### src/sample_timing_pkg.sv
package sample_timing_pkg;

  // Register offsets on the plain register port
  localparam logic [7:0] REG_TIMING_SEL_OFS = 8'h00;
  localparam logic [7:0] REG_MODE_CTRL_OFS  = 8'h02;
  localparam logic [7:0] REG_AUX_CTRL_OFS   = 8'h04;
  localparam logic [7:0] REG_PHASE_CFG_OFS  = 8'h06;
  localparam logic [7:0] REG_STATUS_OFS     = 8'h08;

  // Field positions
  localparam int TIMING_DOUBLE_BIT = 0;
  localparam int MODE_STROBE_BIT   = 7;
  localparam int MODE_GATED_BIT    = 1;
  localparam int AUX_SYNC_EDGE_BIT = 5;
  localparam int AUX_SYNC_MODE_BIT = 1;
  localparam int PHASE_SIX_CH_BIT  = 0;
  localparam int PHASE_SEL_LSB     = 1;
  localparam int PHASE_SEL_MSB     = 2;
  localparam int STAT_MODE_LSB     = 0;
  localparam int STAT_MODE_MSB     = 2;
  localparam int STAT_PHASE_BIT    = 3;
  localparam int STAT_PULSE_BIT    = 4;
  localparam int STAT_SYNC_BIT     = 5;

  // Reset values: self-phased hold mode, six channels, phase select 11
  localparam logic [7:0] TIMING_SEL_RST = 8'h00;
  localparam logic [7:0] MODE_CTRL_RST  = 8'h80;
  localparam logic [7:0] AUX_CTRL_RST   = 8'h00;
  localparam logic [7:0] PHASE_CFG_RST  = 8'h07;
  localparam logic [1:0] PHASE_SEL_RST  = 2'h3;

  // Input timing modes
  typedef enum logic [2:0] {
    self_phased_hold_mode,
    direct_hold_mode,
    phase_generated_hold_mode,
    strobe_gated_hold_mode,
    phase_generated_double_sample_mode,
    strobe_gated_double_sample_mode,
    invalid_mode
  } mode_t;

endpackage

### src/phase_generator.sv
`timescale 1ns/100ps
module phase_generator (
  input  wire logic       ref_clk,
  input  wire logic       arst_n,
  input  wire logic       six_channel,
  input  wire logic [1:0] phase_select_field,
  input  wire logic       sync_align,
  input  wire logic       hold_align,
  output logic            internal_phase_signal,
  output logic            pixel_phase
);

  logic ph_r;
  logic ph_nxt;
  logic ph_n_r;

  // Pixel phase toggles once per master clock; realign pulses override the toggle
  always_comb begin
    ph_nxt = ~ph_r;
    if (sync_align) begin
      ph_nxt = 1'b0;
    end else if (hold_align) begin
      ph_nxt = 1'b1;
    end
  end

  always_ff @(posedge ref_clk or negedge arst_n) begin
    if (!arst_n) begin
      ph_r <= 1'b0;
    end else begin
      ph_r <= ph_nxt;
    end
  end

  // Falling-edge copy gives the half-clock step needed for quarter-pixel shifts
  always_ff @(negedge ref_clk or negedge arst_n) begin
    if (!arst_n) begin
      ph_n_r <= 1'b0;
    end else begin
      ph_n_r <= ph_r;
    end
  end

  // Phase choice: four shifts with six channels, two with three channels
  always_comb begin
    internal_phase_signal = ph_r;
    if (six_channel) begin
      case (phase_select_field)
        2'h3:    internal_phase_signal = ph_r;
        2'h2:    internal_phase_signal = ~ph_n_r;
        2'h1:    internal_phase_signal = ~ph_r;
        2'h0:    internal_phase_signal = ph_n_r;
        default: internal_phase_signal = ph_r;
      endcase
    end else begin
      // Only the low select bit counts here; set, the high half is the clock's first half, clear, the second half
      internal_phase_signal = phase_select_field[0] ? (ph_r ^ ph_n_r)
                                                    : ~(ph_r ^ ph_n_r);
    end
  end

  assign pixel_phase = ph_r;

endmodule

### src/sample_timing_control.sv
// Decided for this implementation: the address-and-strobe port and the register addresses.
`timescale 1ns/100ps
module sample_timing_control (
  input  wire logic       ref_clk,
  input  wire logic       arst_n,
  input  wire logic [7:0] reg_addr,
  input  wire logic [7:0] reg_wdata,
  input  wire logic       reg_wr,
  input  wire logic       reg_rd,
  output logic      [7:0] reg_rdata,
  input  wire logic       line_sync_in,
  input  wire logic       reference_strobe,
  input  wire logic       signal_strobe,
  input  wire logic       sample_in,
  input  wire logic       hold_in,
  output logic            clamp_strobe,
  output logic            sample_strobe,
  output logic            stage_sample,
  output logic            stage_hold,
  output logic            internal_phase_signal
);

  logic [7:0] timing_sel_r;
  logic [7:0] mode_ctrl_r;
  logic [7:0] aux_ctrl_r;
  logic [7:0] phase_cfg_r;
  logic [7:0] rdata_nxt;

  logic       sync_rise_r;
  logic       sync_fall_r;
  logic       sync_level;
  logic       sync_prev_r;
  logic       sync_align;
  logic       sample_prev_r;
  logic       hold_prev_r;
  logic       sample_rise;
  logic       hold_rise;
  logic       hold_align;
  logic       sh_pulse_r;
  logic       stage_sample_r;
  logic       stage_hold_r;
  logic       pixel_phase;

  sample_timing_pkg::mode_t mode;

  // Four-bit mode decode shared by the strobe logic and the status readback
  function automatic sample_timing_pkg::mode_t decode_mode(input logic [3:0] sel);
    sample_timing_pkg::mode_t m;
    m = sample_timing_pkg::invalid_mode;
    case (sel)
      4'h4:    m = sample_timing_pkg::self_phased_hold_mode;
      4'hc:    m = sample_timing_pkg::direct_hold_mode;
      4'ha:    m = sample_timing_pkg::phase_generated_hold_mode;
      4'he:    m = sample_timing_pkg::strobe_gated_hold_mode;
      4'hb:    m = sample_timing_pkg::phase_generated_double_sample_mode;
      4'hf:    m = sample_timing_pkg::strobe_gated_double_sample_mode;
      default: m = sample_timing_pkg::invalid_mode;
    endcase
    return m;
  endfunction

  assign mode = decode_mode({aux_ctrl_r[sample_timing_pkg::AUX_SYNC_MODE_BIT],
                             mode_ctrl_r[sample_timing_pkg::MODE_STROBE_BIT],
                             mode_ctrl_r[sample_timing_pkg::MODE_GATED_BIT],
                             timing_sel_r[sample_timing_pkg::TIMING_DOUBLE_BIT]});

  // Register writes; reset values put the block in self-phased hold with phase 11
  always_ff @(posedge ref_clk or negedge arst_n) begin
    if (!arst_n) begin
      timing_sel_r <= sample_timing_pkg::TIMING_SEL_RST;
      mode_ctrl_r  <= sample_timing_pkg::MODE_CTRL_RST;
      aux_ctrl_r   <= sample_timing_pkg::AUX_CTRL_RST;
      phase_cfg_r  <= sample_timing_pkg::PHASE_CFG_RST;
    end else if (reg_wr) begin
      case (reg_addr)
        sample_timing_pkg::REG_TIMING_SEL_OFS: timing_sel_r <= reg_wdata;
        sample_timing_pkg::REG_MODE_CTRL_OFS:  mode_ctrl_r  <= reg_wdata;
        sample_timing_pkg::REG_AUX_CTRL_OFS:   aux_ctrl_r   <= reg_wdata;
        sample_timing_pkg::REG_PHASE_CFG_OFS:  phase_cfg_r  <= reg_wdata;
        default: begin
        end
      endcase
    end
  end

  // Read mux; unmapped offsets read as zero
  always_comb begin
    rdata_nxt = 8'h00;
    case (reg_addr)
      sample_timing_pkg::REG_TIMING_SEL_OFS: rdata_nxt = timing_sel_r;
      sample_timing_pkg::REG_MODE_CTRL_OFS:  rdata_nxt = mode_ctrl_r;
      sample_timing_pkg::REG_AUX_CTRL_OFS:   rdata_nxt = aux_ctrl_r;
      sample_timing_pkg::REG_PHASE_CFG_OFS:  rdata_nxt = phase_cfg_r;
      sample_timing_pkg::REG_STATUS_OFS: begin
        rdata_nxt[sample_timing_pkg::STAT_MODE_MSB:sample_timing_pkg::STAT_MODE_LSB] = mode;
        rdata_nxt[sample_timing_pkg::STAT_PHASE_BIT] = pixel_phase;
        rdata_nxt[sample_timing_pkg::STAT_PULSE_BIT] = sh_pulse_r;
        rdata_nxt[sample_timing_pkg::STAT_SYNC_BIT]  = sync_prev_r;
      end
      default: rdata_nxt = 8'h00;
    endcase
  end

  // Read data holds for exactly the cycle after the strobe, zero otherwise
  always_ff @(posedge ref_clk or negedge arst_n) begin
    if (!arst_n) begin
      reg_rdata <= 8'h00;
    end else if (reg_rd) begin
      reg_rdata <= rdata_nxt;
    end else begin
      reg_rdata <= 8'h00;
    end
  end

  // Line sync caught on both edges so software can pick whichever meets setup
  always_ff @(posedge ref_clk or negedge arst_n) begin
    if (!arst_n) begin
      sync_rise_r <= 1'b0;
    end else begin
      sync_rise_r <= line_sync_in;
    end
  end

  always_ff @(negedge ref_clk or negedge arst_n) begin
    if (!arst_n) begin
      sync_fall_r <= 1'b0;
    end else begin
      sync_fall_r <= line_sync_in;
    end
  end

  assign sync_level = aux_ctrl_r[sample_timing_pkg::AUX_SYNC_EDGE_BIT] ? sync_fall_r
                                                                       : sync_rise_r;

  // Edge history for line sync and the sample/hold inputs
  always_ff @(posedge ref_clk or negedge arst_n) begin
    if (!arst_n) begin
      sync_prev_r   <= 1'b0;
      sample_prev_r <= 1'b0;
      hold_prev_r   <= 1'b0;
    end else begin
      sync_prev_r   <= sync_level;
      sample_prev_r <= sample_in;
      hold_prev_r   <= hold_in;
    end
  end

  // A narrow sync shorter than one clock may be missed; the host keeps it wider
  assign sync_align = sync_level && !sync_prev_r &&
                      (mode != sample_timing_pkg::self_phased_hold_mode);

  assign sample_rise = sample_in && !sample_prev_r;
  assign hold_rise   = hold_in && !hold_prev_r;
  assign hold_align  = hold_rise &&
                       (mode == sample_timing_pkg::self_phased_hold_mode);

  phase_generator u_phase (
    .ref_clk               (ref_clk),
    .arst_n                (arst_n),
    .six_channel           (phase_cfg_r[sample_timing_pkg::PHASE_SIX_CH_BIT]),
    .phase_select_field    (phase_cfg_r[sample_timing_pkg::PHASE_SEL_MSB:
                                        sample_timing_pkg::PHASE_SEL_LSB]),
    .sync_align            (sync_align),
    .hold_align            (hold_align),
    .internal_phase_signal (internal_phase_signal),
    .pixel_phase           (pixel_phase)
  );

  // Acquisition window: opens on sample rise, closes on hold rise; hold wins a tie
  always_ff @(posedge ref_clk or negedge arst_n) begin
    if (!arst_n) begin
      sh_pulse_r <= 1'b0;
    end else if (hold_rise) begin
      sh_pulse_r <= 1'b0;
    end else if (sample_rise) begin
      sh_pulse_r <= 1'b1;
    end
  end

  // First-stage controls follow the pins in direct and self-phased hold, low otherwise
  always_ff @(posedge ref_clk or negedge arst_n) begin
    if (!arst_n) begin
      stage_sample_r <= 1'b0;
      stage_hold_r   <= 1'b0;
    end else if ((mode == sample_timing_pkg::direct_hold_mode) ||
                 (mode == sample_timing_pkg::self_phased_hold_mode)) begin
      stage_sample_r <= sample_in;
      stage_hold_r   <= hold_in;
    end else begin
      stage_sample_r <= 1'b0;
      stage_hold_r   <= 1'b0;
    end
  end

  assign stage_sample = stage_sample_r;
  assign stage_hold   = stage_hold_r;

  // Internal strobes; kept combinational so they keep sub-clock phase resolution
  always_comb begin
    clamp_strobe  = 1'b0;
    sample_strobe = 1'b0;
    case (mode)
      sample_timing_pkg::phase_generated_hold_mode: begin
        sample_strobe = ~internal_phase_signal;
      end
      sample_timing_pkg::phase_generated_double_sample_mode: begin
        clamp_strobe  = internal_phase_signal;
        sample_strobe = ~internal_phase_signal;
      end
      sample_timing_pkg::strobe_gated_hold_mode: begin
        sample_strobe = signal_strobe & ~internal_phase_signal;
      end
      sample_timing_pkg::strobe_gated_double_sample_mode: begin
        clamp_strobe  = reference_strobe & internal_phase_signal;
        sample_strobe = signal_strobe & ~internal_phase_signal;
      end
      sample_timing_pkg::direct_hold_mode,
      sample_timing_pkg::self_phased_hold_mode: begin
        sample_strobe = sh_pulse_r & ~internal_phase_signal;
      end
      default: begin
        clamp_strobe  = 1'b0;
        sample_strobe = 1'b0;
      end
    endcase
  end

endmodule

### config.mk
export PLATFORM = sky130hd
export DESIGN_NAME = sample_timing_control
export DESIGN_NICKNAME = d
export VERILOG_FILES = /design/src/sample_timing_pkg.sv /design/src/phase_generator.sv /design/src/sample_timing_control.sv
export SDC_FILE = /design/constraint.sdc
export NUM_CORES = 1
export LEC_CHECK = 0
export ABC_AREA = 1
export BUFFER_PORTS_ARGS = -buffer_cell sky130_fd_sc_hd__buf_2
export CAP_MARGIN = 20
export CORE_MARGIN = 10
export CORE_UTILIZATION = 50
export CTS_CLUSTER_DIAMETER = 40
export DETAILED_ROUTE_END_ITERATION = 8
export GPL_TIMING_DRIVEN = 0
export PLACE_DENSITY = 0.72
export SETUP_SLACK_MARGIN = 0.5
export SKIP_LAST_GASP = 1
export SLEW_MARGIN = 40
export SYNTH_ARGS = -nofsm -noshare
export SYNTH_HDL_FRONTEND = slang
export SYNTH_SLANG_ARGS = --single-unit
### constraint.sdc
create_clock -name ref_clk -period 2.8 [get_ports ref_clk]
set_input_delay 0.28 -clock ref_clk [delete_from_list [all_inputs] [get_ports ref_clk]]
set_output_delay 0.28 -clock ref_clk [all_outputs]
set_load 0.02 [all_outputs]
Word-level counts from Yosys, hierarchy flattened. Index checks and enable logic that the tools add are counted.

Word-level logic and storage cells: 78. Register bits after elaboration: 50. Output and inout port bits: 13. Bits of input ports: 25.

Bitwise logic cells: 8. Multiplexer cells: 16. Reductions and logical operators: 21. Equal/unequal tests: 18.

Operators by type and width (count): 6-bit case mux with 5 select lines (1); 4-bit equality test (second input constant) (5); 3-bit case mux with 6 select lines (1); 8-bit by 3-bit equality test with 1-bit output (second input constant) (2); 1-bit two-way mux (9); 8-bit by 2-bit equality test with 1-bit output (second input constant) (1); 8-bit by 4-bit equality test with 1-bit output (second input constant) (1); 8-bit zero test (1); 8-bit two-way mux (1); 2-bit case mux with 4 select lines (1); 2-bit AND reduction (4); 3-bit by 2-bit equality test with 1-bit output (second input constant) (2); 3-bit equality test (second input constant) (2); 2-bit OR reduction (3); 1-bit logical AND (5); 2-bit equality test (second input constant) (2); 4-bit by 3-bit equality test with 1-bit output (second input constant) (1); 1-bit NOT (4); 1-bit case mux with 4 select lines (1); 1-bit AND (3); 3-bit by 1-bit equality test with 1-bit output (second input constant) (1); 1-bit zero test (3); 3-bit zero test (1); 1-bit case mux with 3 select lines (1); 7 further kinds (7).

Longest topological paths before layout. Gate-level depths: netlist of the first run.

Depth in word-level cells: 7. Depth in mapped cells: 9. Depth with buffers taken out: 9.

Modules after synthesis. A second synthesis of the first run with hierarchy kept.

Cells, all modules: 282. Area total of the unflattened synthesis: 2318.5 µm².

Modules (own cells, without submodules): sample_timing_control (instances 1, sequential area each 1206.2 µm², area an instance 2190.9 µm², cells an instance 261); phase_generator (instances 1, sequential area each 50.0 µm², area an instance 127.6 µm², cells an instance 21).

==> results of run 1 <==
cell families after synthesis:
logic type	Yosys count	synth area share (%)
XOR/XNOR	1	0.3556
buffers and inverters	36	6.958
AND/OR/NAND/NOR	157	29.71
AO/OA/AOI/OAI	42	11.99
flip-flops	50	50.99
per-stage QoR:
step / instance area [sq um] / hold WS [ns] / worst slack [ns]
floorplan: 2474 / -0.01559 / 0.1439
finish: 2849 / -0.01282 / -0.2038
global placement: 2743 / 0.4022 / 0.06342
global route: 2849 / 0.02718 / -0.2938
detailed placement: 2745 / 0.3342 / 0.04749
CTS: 2849 / 0.005302 / -0.2295
cell type report:
type,count,area share (%)
plain buffers,5,1.845
clock buffers,7,3.030
clock inverters,1,0.1757
inverters,31,4.172
multi-input cells,200,36.71
flip-flops and latches,50,44.09
well taps,67,2.942
repair buffers,37,7.027
layer usage:
metal | share of wire (%) | track usage [%]
met5 | 0 | 0
met4 | 1.7 | 5.438
met3 | 7.2 | 4.406
met2 | 48 | 23.61
met1 | 43 | 16.19
how the worst min path moves through the flow:
stage / start / endpoint / slack [ns] / cells after the start
2_1_floorplan: arst_n / aux_ctrl_r[0] / -0.02 / 0
3_3_place_gp: line_sync_in / sync_rise_r / 0.40 / 1
3_5_place_dp: arst_n / sh_pulse_r / 0.33 / 1
4_1_cts: arst_n / reg_rdata[4] / 0.005 / 1
5_1_grt: arst_n / reg_rdata[2] / 0.03 / 1
6_report: arst_n / reg_rdata[2] / -0.01 / 1
worst reg2reg max path, cell delays in order (launching register included):
cell and delay (ns):
dfrtn_1 0.38, nand2_1 0.07, a21oi_1 0.14, o21ai_0 0.09
timing repair:
item | CTS | global route
gates resized for setup | 4 | 0
hold buffers | 0 | 0
cloned | 0 | 0
endpoints found under the setup margin | 3 | 3
pin swaps | 5 | 3
registers in the layout (all words and copies together) (netlist names):
signal / flops
aux_ctrl_r: 8
sh_pulse_r: 1
stage_hold: 1
mode_ctrl_r: 8
reg_rdata: 8
u_phase.ph_n_r: 1
sync_rise_r: 1
sample_prev_r: 1
u_phase.pixel_phase: 1
stage_sample: 1
hold_prev_r: 1
timing_sel_r: 8
sync_fall_r: 1
sync_prev_r: 1
phase_cfg_r: 8
power by group:
group / internal (mW) / switching [mW]
clock: 0.200 / 0.223
sequential: 0.756 / 0.0240
combinational: 0.0491 / 0.0964
total: 1.00 / 0.343
layout by cell type, fill, tap and decap left out:
master and instances:
dfrtn_1 2, nand2_4 3, xor2_1 1, nor4_1 1
dfrtp_1 44, nand3_4 1, buf_6 6, clkbuf_8 6
nor3b_1 1, buf_4 2, clkbuf_1 1, clkinv_2 3
o21ai_0 5, o21ai_2 22, inv_2 3, inv_1 26
buf_2 34, nand2_2 7, nand3_1 28, nand4_1 2
o21bai_1 1, dfstp_2 4, o21ai_1 11, nor2_4 6
nor2_1 27, nand2_1 78, nor2_2 3, a21oi_1 3
==> flow_summary.ini, run 1 <==
[drt]
vias = 1978
first_pass_iters = 4
drc = 0
wire_per_inst_um = 13.93
drtIter0Drc = 108
ant_nets = 0
wl_mm = 5.546
avgViaCountPerCell = 4.970

[outcome]
violations = negative hold slack, negative setup slack
status = finished, violations left

[global_route]
grt_pass1_wl_mm = 9.349
grt-ovfl-total = 0
grt_util_all_layers_pct = 14.01
grt_pass1_vias = 1924
antenna_found_initial = 0
grt_max_degree = 51

[die]
start_util_pct = 51.82
die_w_um = 90.20
num_rows = 25
die_y_um = 90.20
ios = 38
core_sq_mm = 0.004755
die-area_sq_mm = 0.008135

[critical_path]
critical_path_class = reg2out
critical_path.endpoint = sample_strobe
timing.critical_path.buf_inv = 2
crit_fanout = 2
end_kind = output port
path_cells = nand2_1 > nand2_1 > a21oi_1 > o21ai_1 > nand2_1 > inv_2 > nor2_4 > buf_6
slowest_stage = dfrtn_1
cpMostUsedCell = nand2_1
critPathMaxStageDelay_ns = 0.35
worstPathArrival_ns = 2.72
r2r-start = sync_fall_r
path_delay_family = flip-flops
worst-path-stages = 8
crit_start = u_phase.ph_n_r
reg2reg_depth = 3
r2r-end = u_phase.pixel_phase
startpoint_type = flip-flop
rrSetupSlack_ns = 0.60
critPathRequiredTime_ns = 2.52

[place]
portBuffers = 37
dp_hpwl_mm = 4.135
gp_congestion = 0.8181
placed_cells = 390

[clock_network]
clockRootBuffer = clkbuf_8
cts_tree = done
cts_max_level = 2
cts_num_sinks = 50
clk_pin_slew_ns = 0.09
clockBufferDepth = 2
cts_buffers = 5
post_cts_buffers = 0
clk_latency_ns = 0.30

[sta]
finalSetupViolCount = 3
fin_ws_ns = -0.2038
rsz0062_at_grt = yes
skew_ns = 0.01034
holdWs_ns = -0.01282
finalSetupTns_ns = -0.5856
final_max_slew_viol_count = 0
slew_headroom_pct = 59.48
final_hold_viol_count = 16
worst_pin_slew_ns = 0.6079

[final_layout]
regArea_sq_mm = 0.001256
drive_gt1_share_pct = 30.21
final_cells = 398
multiInputGateArea_sq_mm = 0.001046
area_growth_pct = 15.64
fillCellCount = 448
antenna_cells = 0
fin_nets = 355
fin_util_pct = 59.92

[power]
p_leak_nw = 1.457
irDropWorstVdd_mv = 0.2353
power_density_mw_per_mm2 = 473.1
finalPower_mw = 1.348

[yosys]
synth_edf_count = 0
synthMostInstantiatedCell = nand2_1
synthTopCellsByArea = dfrtp_1 (45%), nand2_1 (12%), o21ai_2 (7.8%), nand3_1 (5.7%), nor2_1 (4.4%)
syn-cell-area_sq_mm = 0.002464
synth_top_cell_area_share_pct = 44.69
synth_fp_nets = 311
ys.flop_type = dfrtp_1
synthArstFlopShare_pct = 100.0
synth_cells = 286
ys_seq_area_share_pct = 50.99
yosysWarnings = 0
ys_types = 25
syn_area_per_cell_sq_um = 8.614
yosys-top-cells-count = nand2_1 (78), dfrtp_1 (44), nor2_1 (29)
post-synth-top-area-cell = dfrtp_1
synth_seq_cells = 50

[flow_run]
maxCapViolCount = 0

[min_path]
hold_path.class = in2async
(Power assumes the default switching activity.)
==> run 2: changes to the inputs <==
==> constraint.sdc (replaced) <==
create_clock -name ref_clk -period 2.8 [get_ports ref_clk]
set_input_delay 0.28 -clock ref_clk [delete_from_list [all_inputs] [get_ports ref_clk]]
set_output_delay 0.28 -clock ref_clk [all_outputs]
set_load 0.1 [all_outputs]
==> flow_summary.ini, run 2 (synthesis gave the netlist of run 1 again) <==
[outcome]
status = finished, violations left
violations = negative setup slack

[power]
irDropWorstVdd_mv = 0.2392
finalPower_mw = 1.404
p_leak_nw = 1.465
power_density_mw_per_mm2 = 486.0

[critical_path]
slowest_stage = dfrtn_1
critical_path_class = reg2out
path_cells = nand2_1 > nand2_1 > a21oi_2 > o21ai_1 > nand2_1 > inv_2 > nor2_4 > buf_12
worstPathArrival_ns = 2.83
r2r-start = sync_fall_r
critPathMaxStageDelay_ns = 0.35
r2r-end = u_phase.pixel_phase
crit_fanout = 2
end_kind = output port
startpoint_type = flip-flop
rrSetupSlack_ns = 0.59
reg2reg_depth = 3
cpMostUsedCell = nand2_1
critPathRequiredTime_ns = 2.52

[final_layout]
area_growth_pct = 17.27
fin_util_pct = 60.76
layout_commonest_cell = nand2_1
multiInputGateArea_sq_mm = 0.001050
fin_nets = 356
final_cells = 399
final_cell_mix = nand2_1 (78), dfrtp_1 (44), buf_2 (33)
fillCellCount = 430
regArea_sq_mm = 0.001256
antenna_cells = 0
drive_gt1_share_pct = 30.12
postLayoutCellArea_sq_mm = 0.002889

[sta]
final_max_slew_viol_count = 0
holdWs_ns = 0.08968
finalSetupTns_ns = -0.9112
fin_ws_ns = -0.3127
worst_pin_slew_ns = 0.4912
finalSetupViolCount = 3
skew_ns = 0.01458
slew_headroom_pct = 67.48
rsz0062_at_grt = yes
final_hold_viol_count = 0

[clock_network]
clk_latency_ns = 0.31
cts_num_sinks = 50
clockBufferDepth = 2
clk_pin_slew_ns = 0.09
cts_tree = done
cts_buffers = 5
cts_max_level = 2
clockRootBuffer = clkbuf_8
post_cts_buffers = 0

[place]
portBuffers = 37
gp_congestion = 0.8262
dp_hpwl_mm = 4.047
pre_cts_ws_ns = -0.2044
place_area_sq_mm = 0.002745
placed_cells = 390

[global_route]
grt_pass1_wl_mm = 9.508
grt_max_degree = 51
antenna_found_initial = 0
grt-ovfl-total = 0
grt_util_all_layers_pct = 14.40
grt_pass1_vias = 1988

[min_path]
hold_end = sample_prev_r
hold_start = sample_in
hold_path.class = in2reg
holdPathStages = 1

[drt]
ant_nets = 0
vias = 1969
avgViaCountPerCell = 4.935
drtIter0Drc = 116
first_pass_iters = 4
wl_mm = 5.517
wire_per_inst_um = 13.83
drc = 0

[die]
start_util_pct = 51.82
die_y_um = 90.20
ios = 38
num_rows = 25
die_w_um = 90.20
die-area_sq_mm = 0.008135
core_sq_mm = 0.004755

[flow_run]
maxCapViolCount = 0
-- run 2: report_power, final --
part | leakage, nW | switching [mW] | internal (mW)
Clock | 0.0455 | 0.230 | 0.202
Combinational | 0.758 | 0.134 | 0.0576
Sequential | 0.661 | 0.0244 | 0.756
Total | 1.47 | 0.388 | 1.02
-- run 2: routing by layer --
metal | part of all wire (%) | track usage, % | vias up | routed length, um
li1 | - | - | 1001 | -
met1 | 44 | 16.37 | 894 | 2419
met2 | 46 | 24.52 | 65 | 2541
met3 | 8.2 | 4.489 | 9 | 455
met4 | 1.8 | 5.836 | 0 | 100
met5 | 0 | 0 | - | 0
-- run 2: final cells by class --
cell class	instances	share of cell area [%]
flip-flops and latches	50	43.48
repair buffers	38	8.229
multi-input cells	200	36.34
inverters	31	4.114
plain buffers	5	1.819
clock buffers	8	3.118
well taps	67	2.902
-- run 2: worst max-delay path by stage --
stage	from	endpoint	slack [ns]
2_1_floorplan	u_phase.ph_n_r	sample_strobe	-0.63
3_3_place_gp	u_phase.ph_n_r	sample_strobe	-0.18
3_5_place_dp	u_phase.ph_n_r	sample_strobe	-0.20
4_1_cts	u_phase.ph_n_r	sample_strobe	-0.33
5_1_grt	u_phase.ph_n_r	clamp_strobe	-0.42
6_report	u_phase.ph_n_r	sample_strobe	-0.31
-- run 2: what timing repair did --
item | in CTS | in global routing
hold endpoints to repair | 16 | 0
hold buffers | 1 | 0
setup endpoints to repair | 3 | 5
pin swaps | 1 | 1
gates resized for setup | 11 | 3
-- run 2: critical path: cells and delay by family (launching register included) --
family / cells / cell delay (ns)
flops: 1 / 0.35
compound gates: 2 / 0.18
simple gates: 4 / 0.35
buf+inv: 2 / 0.25
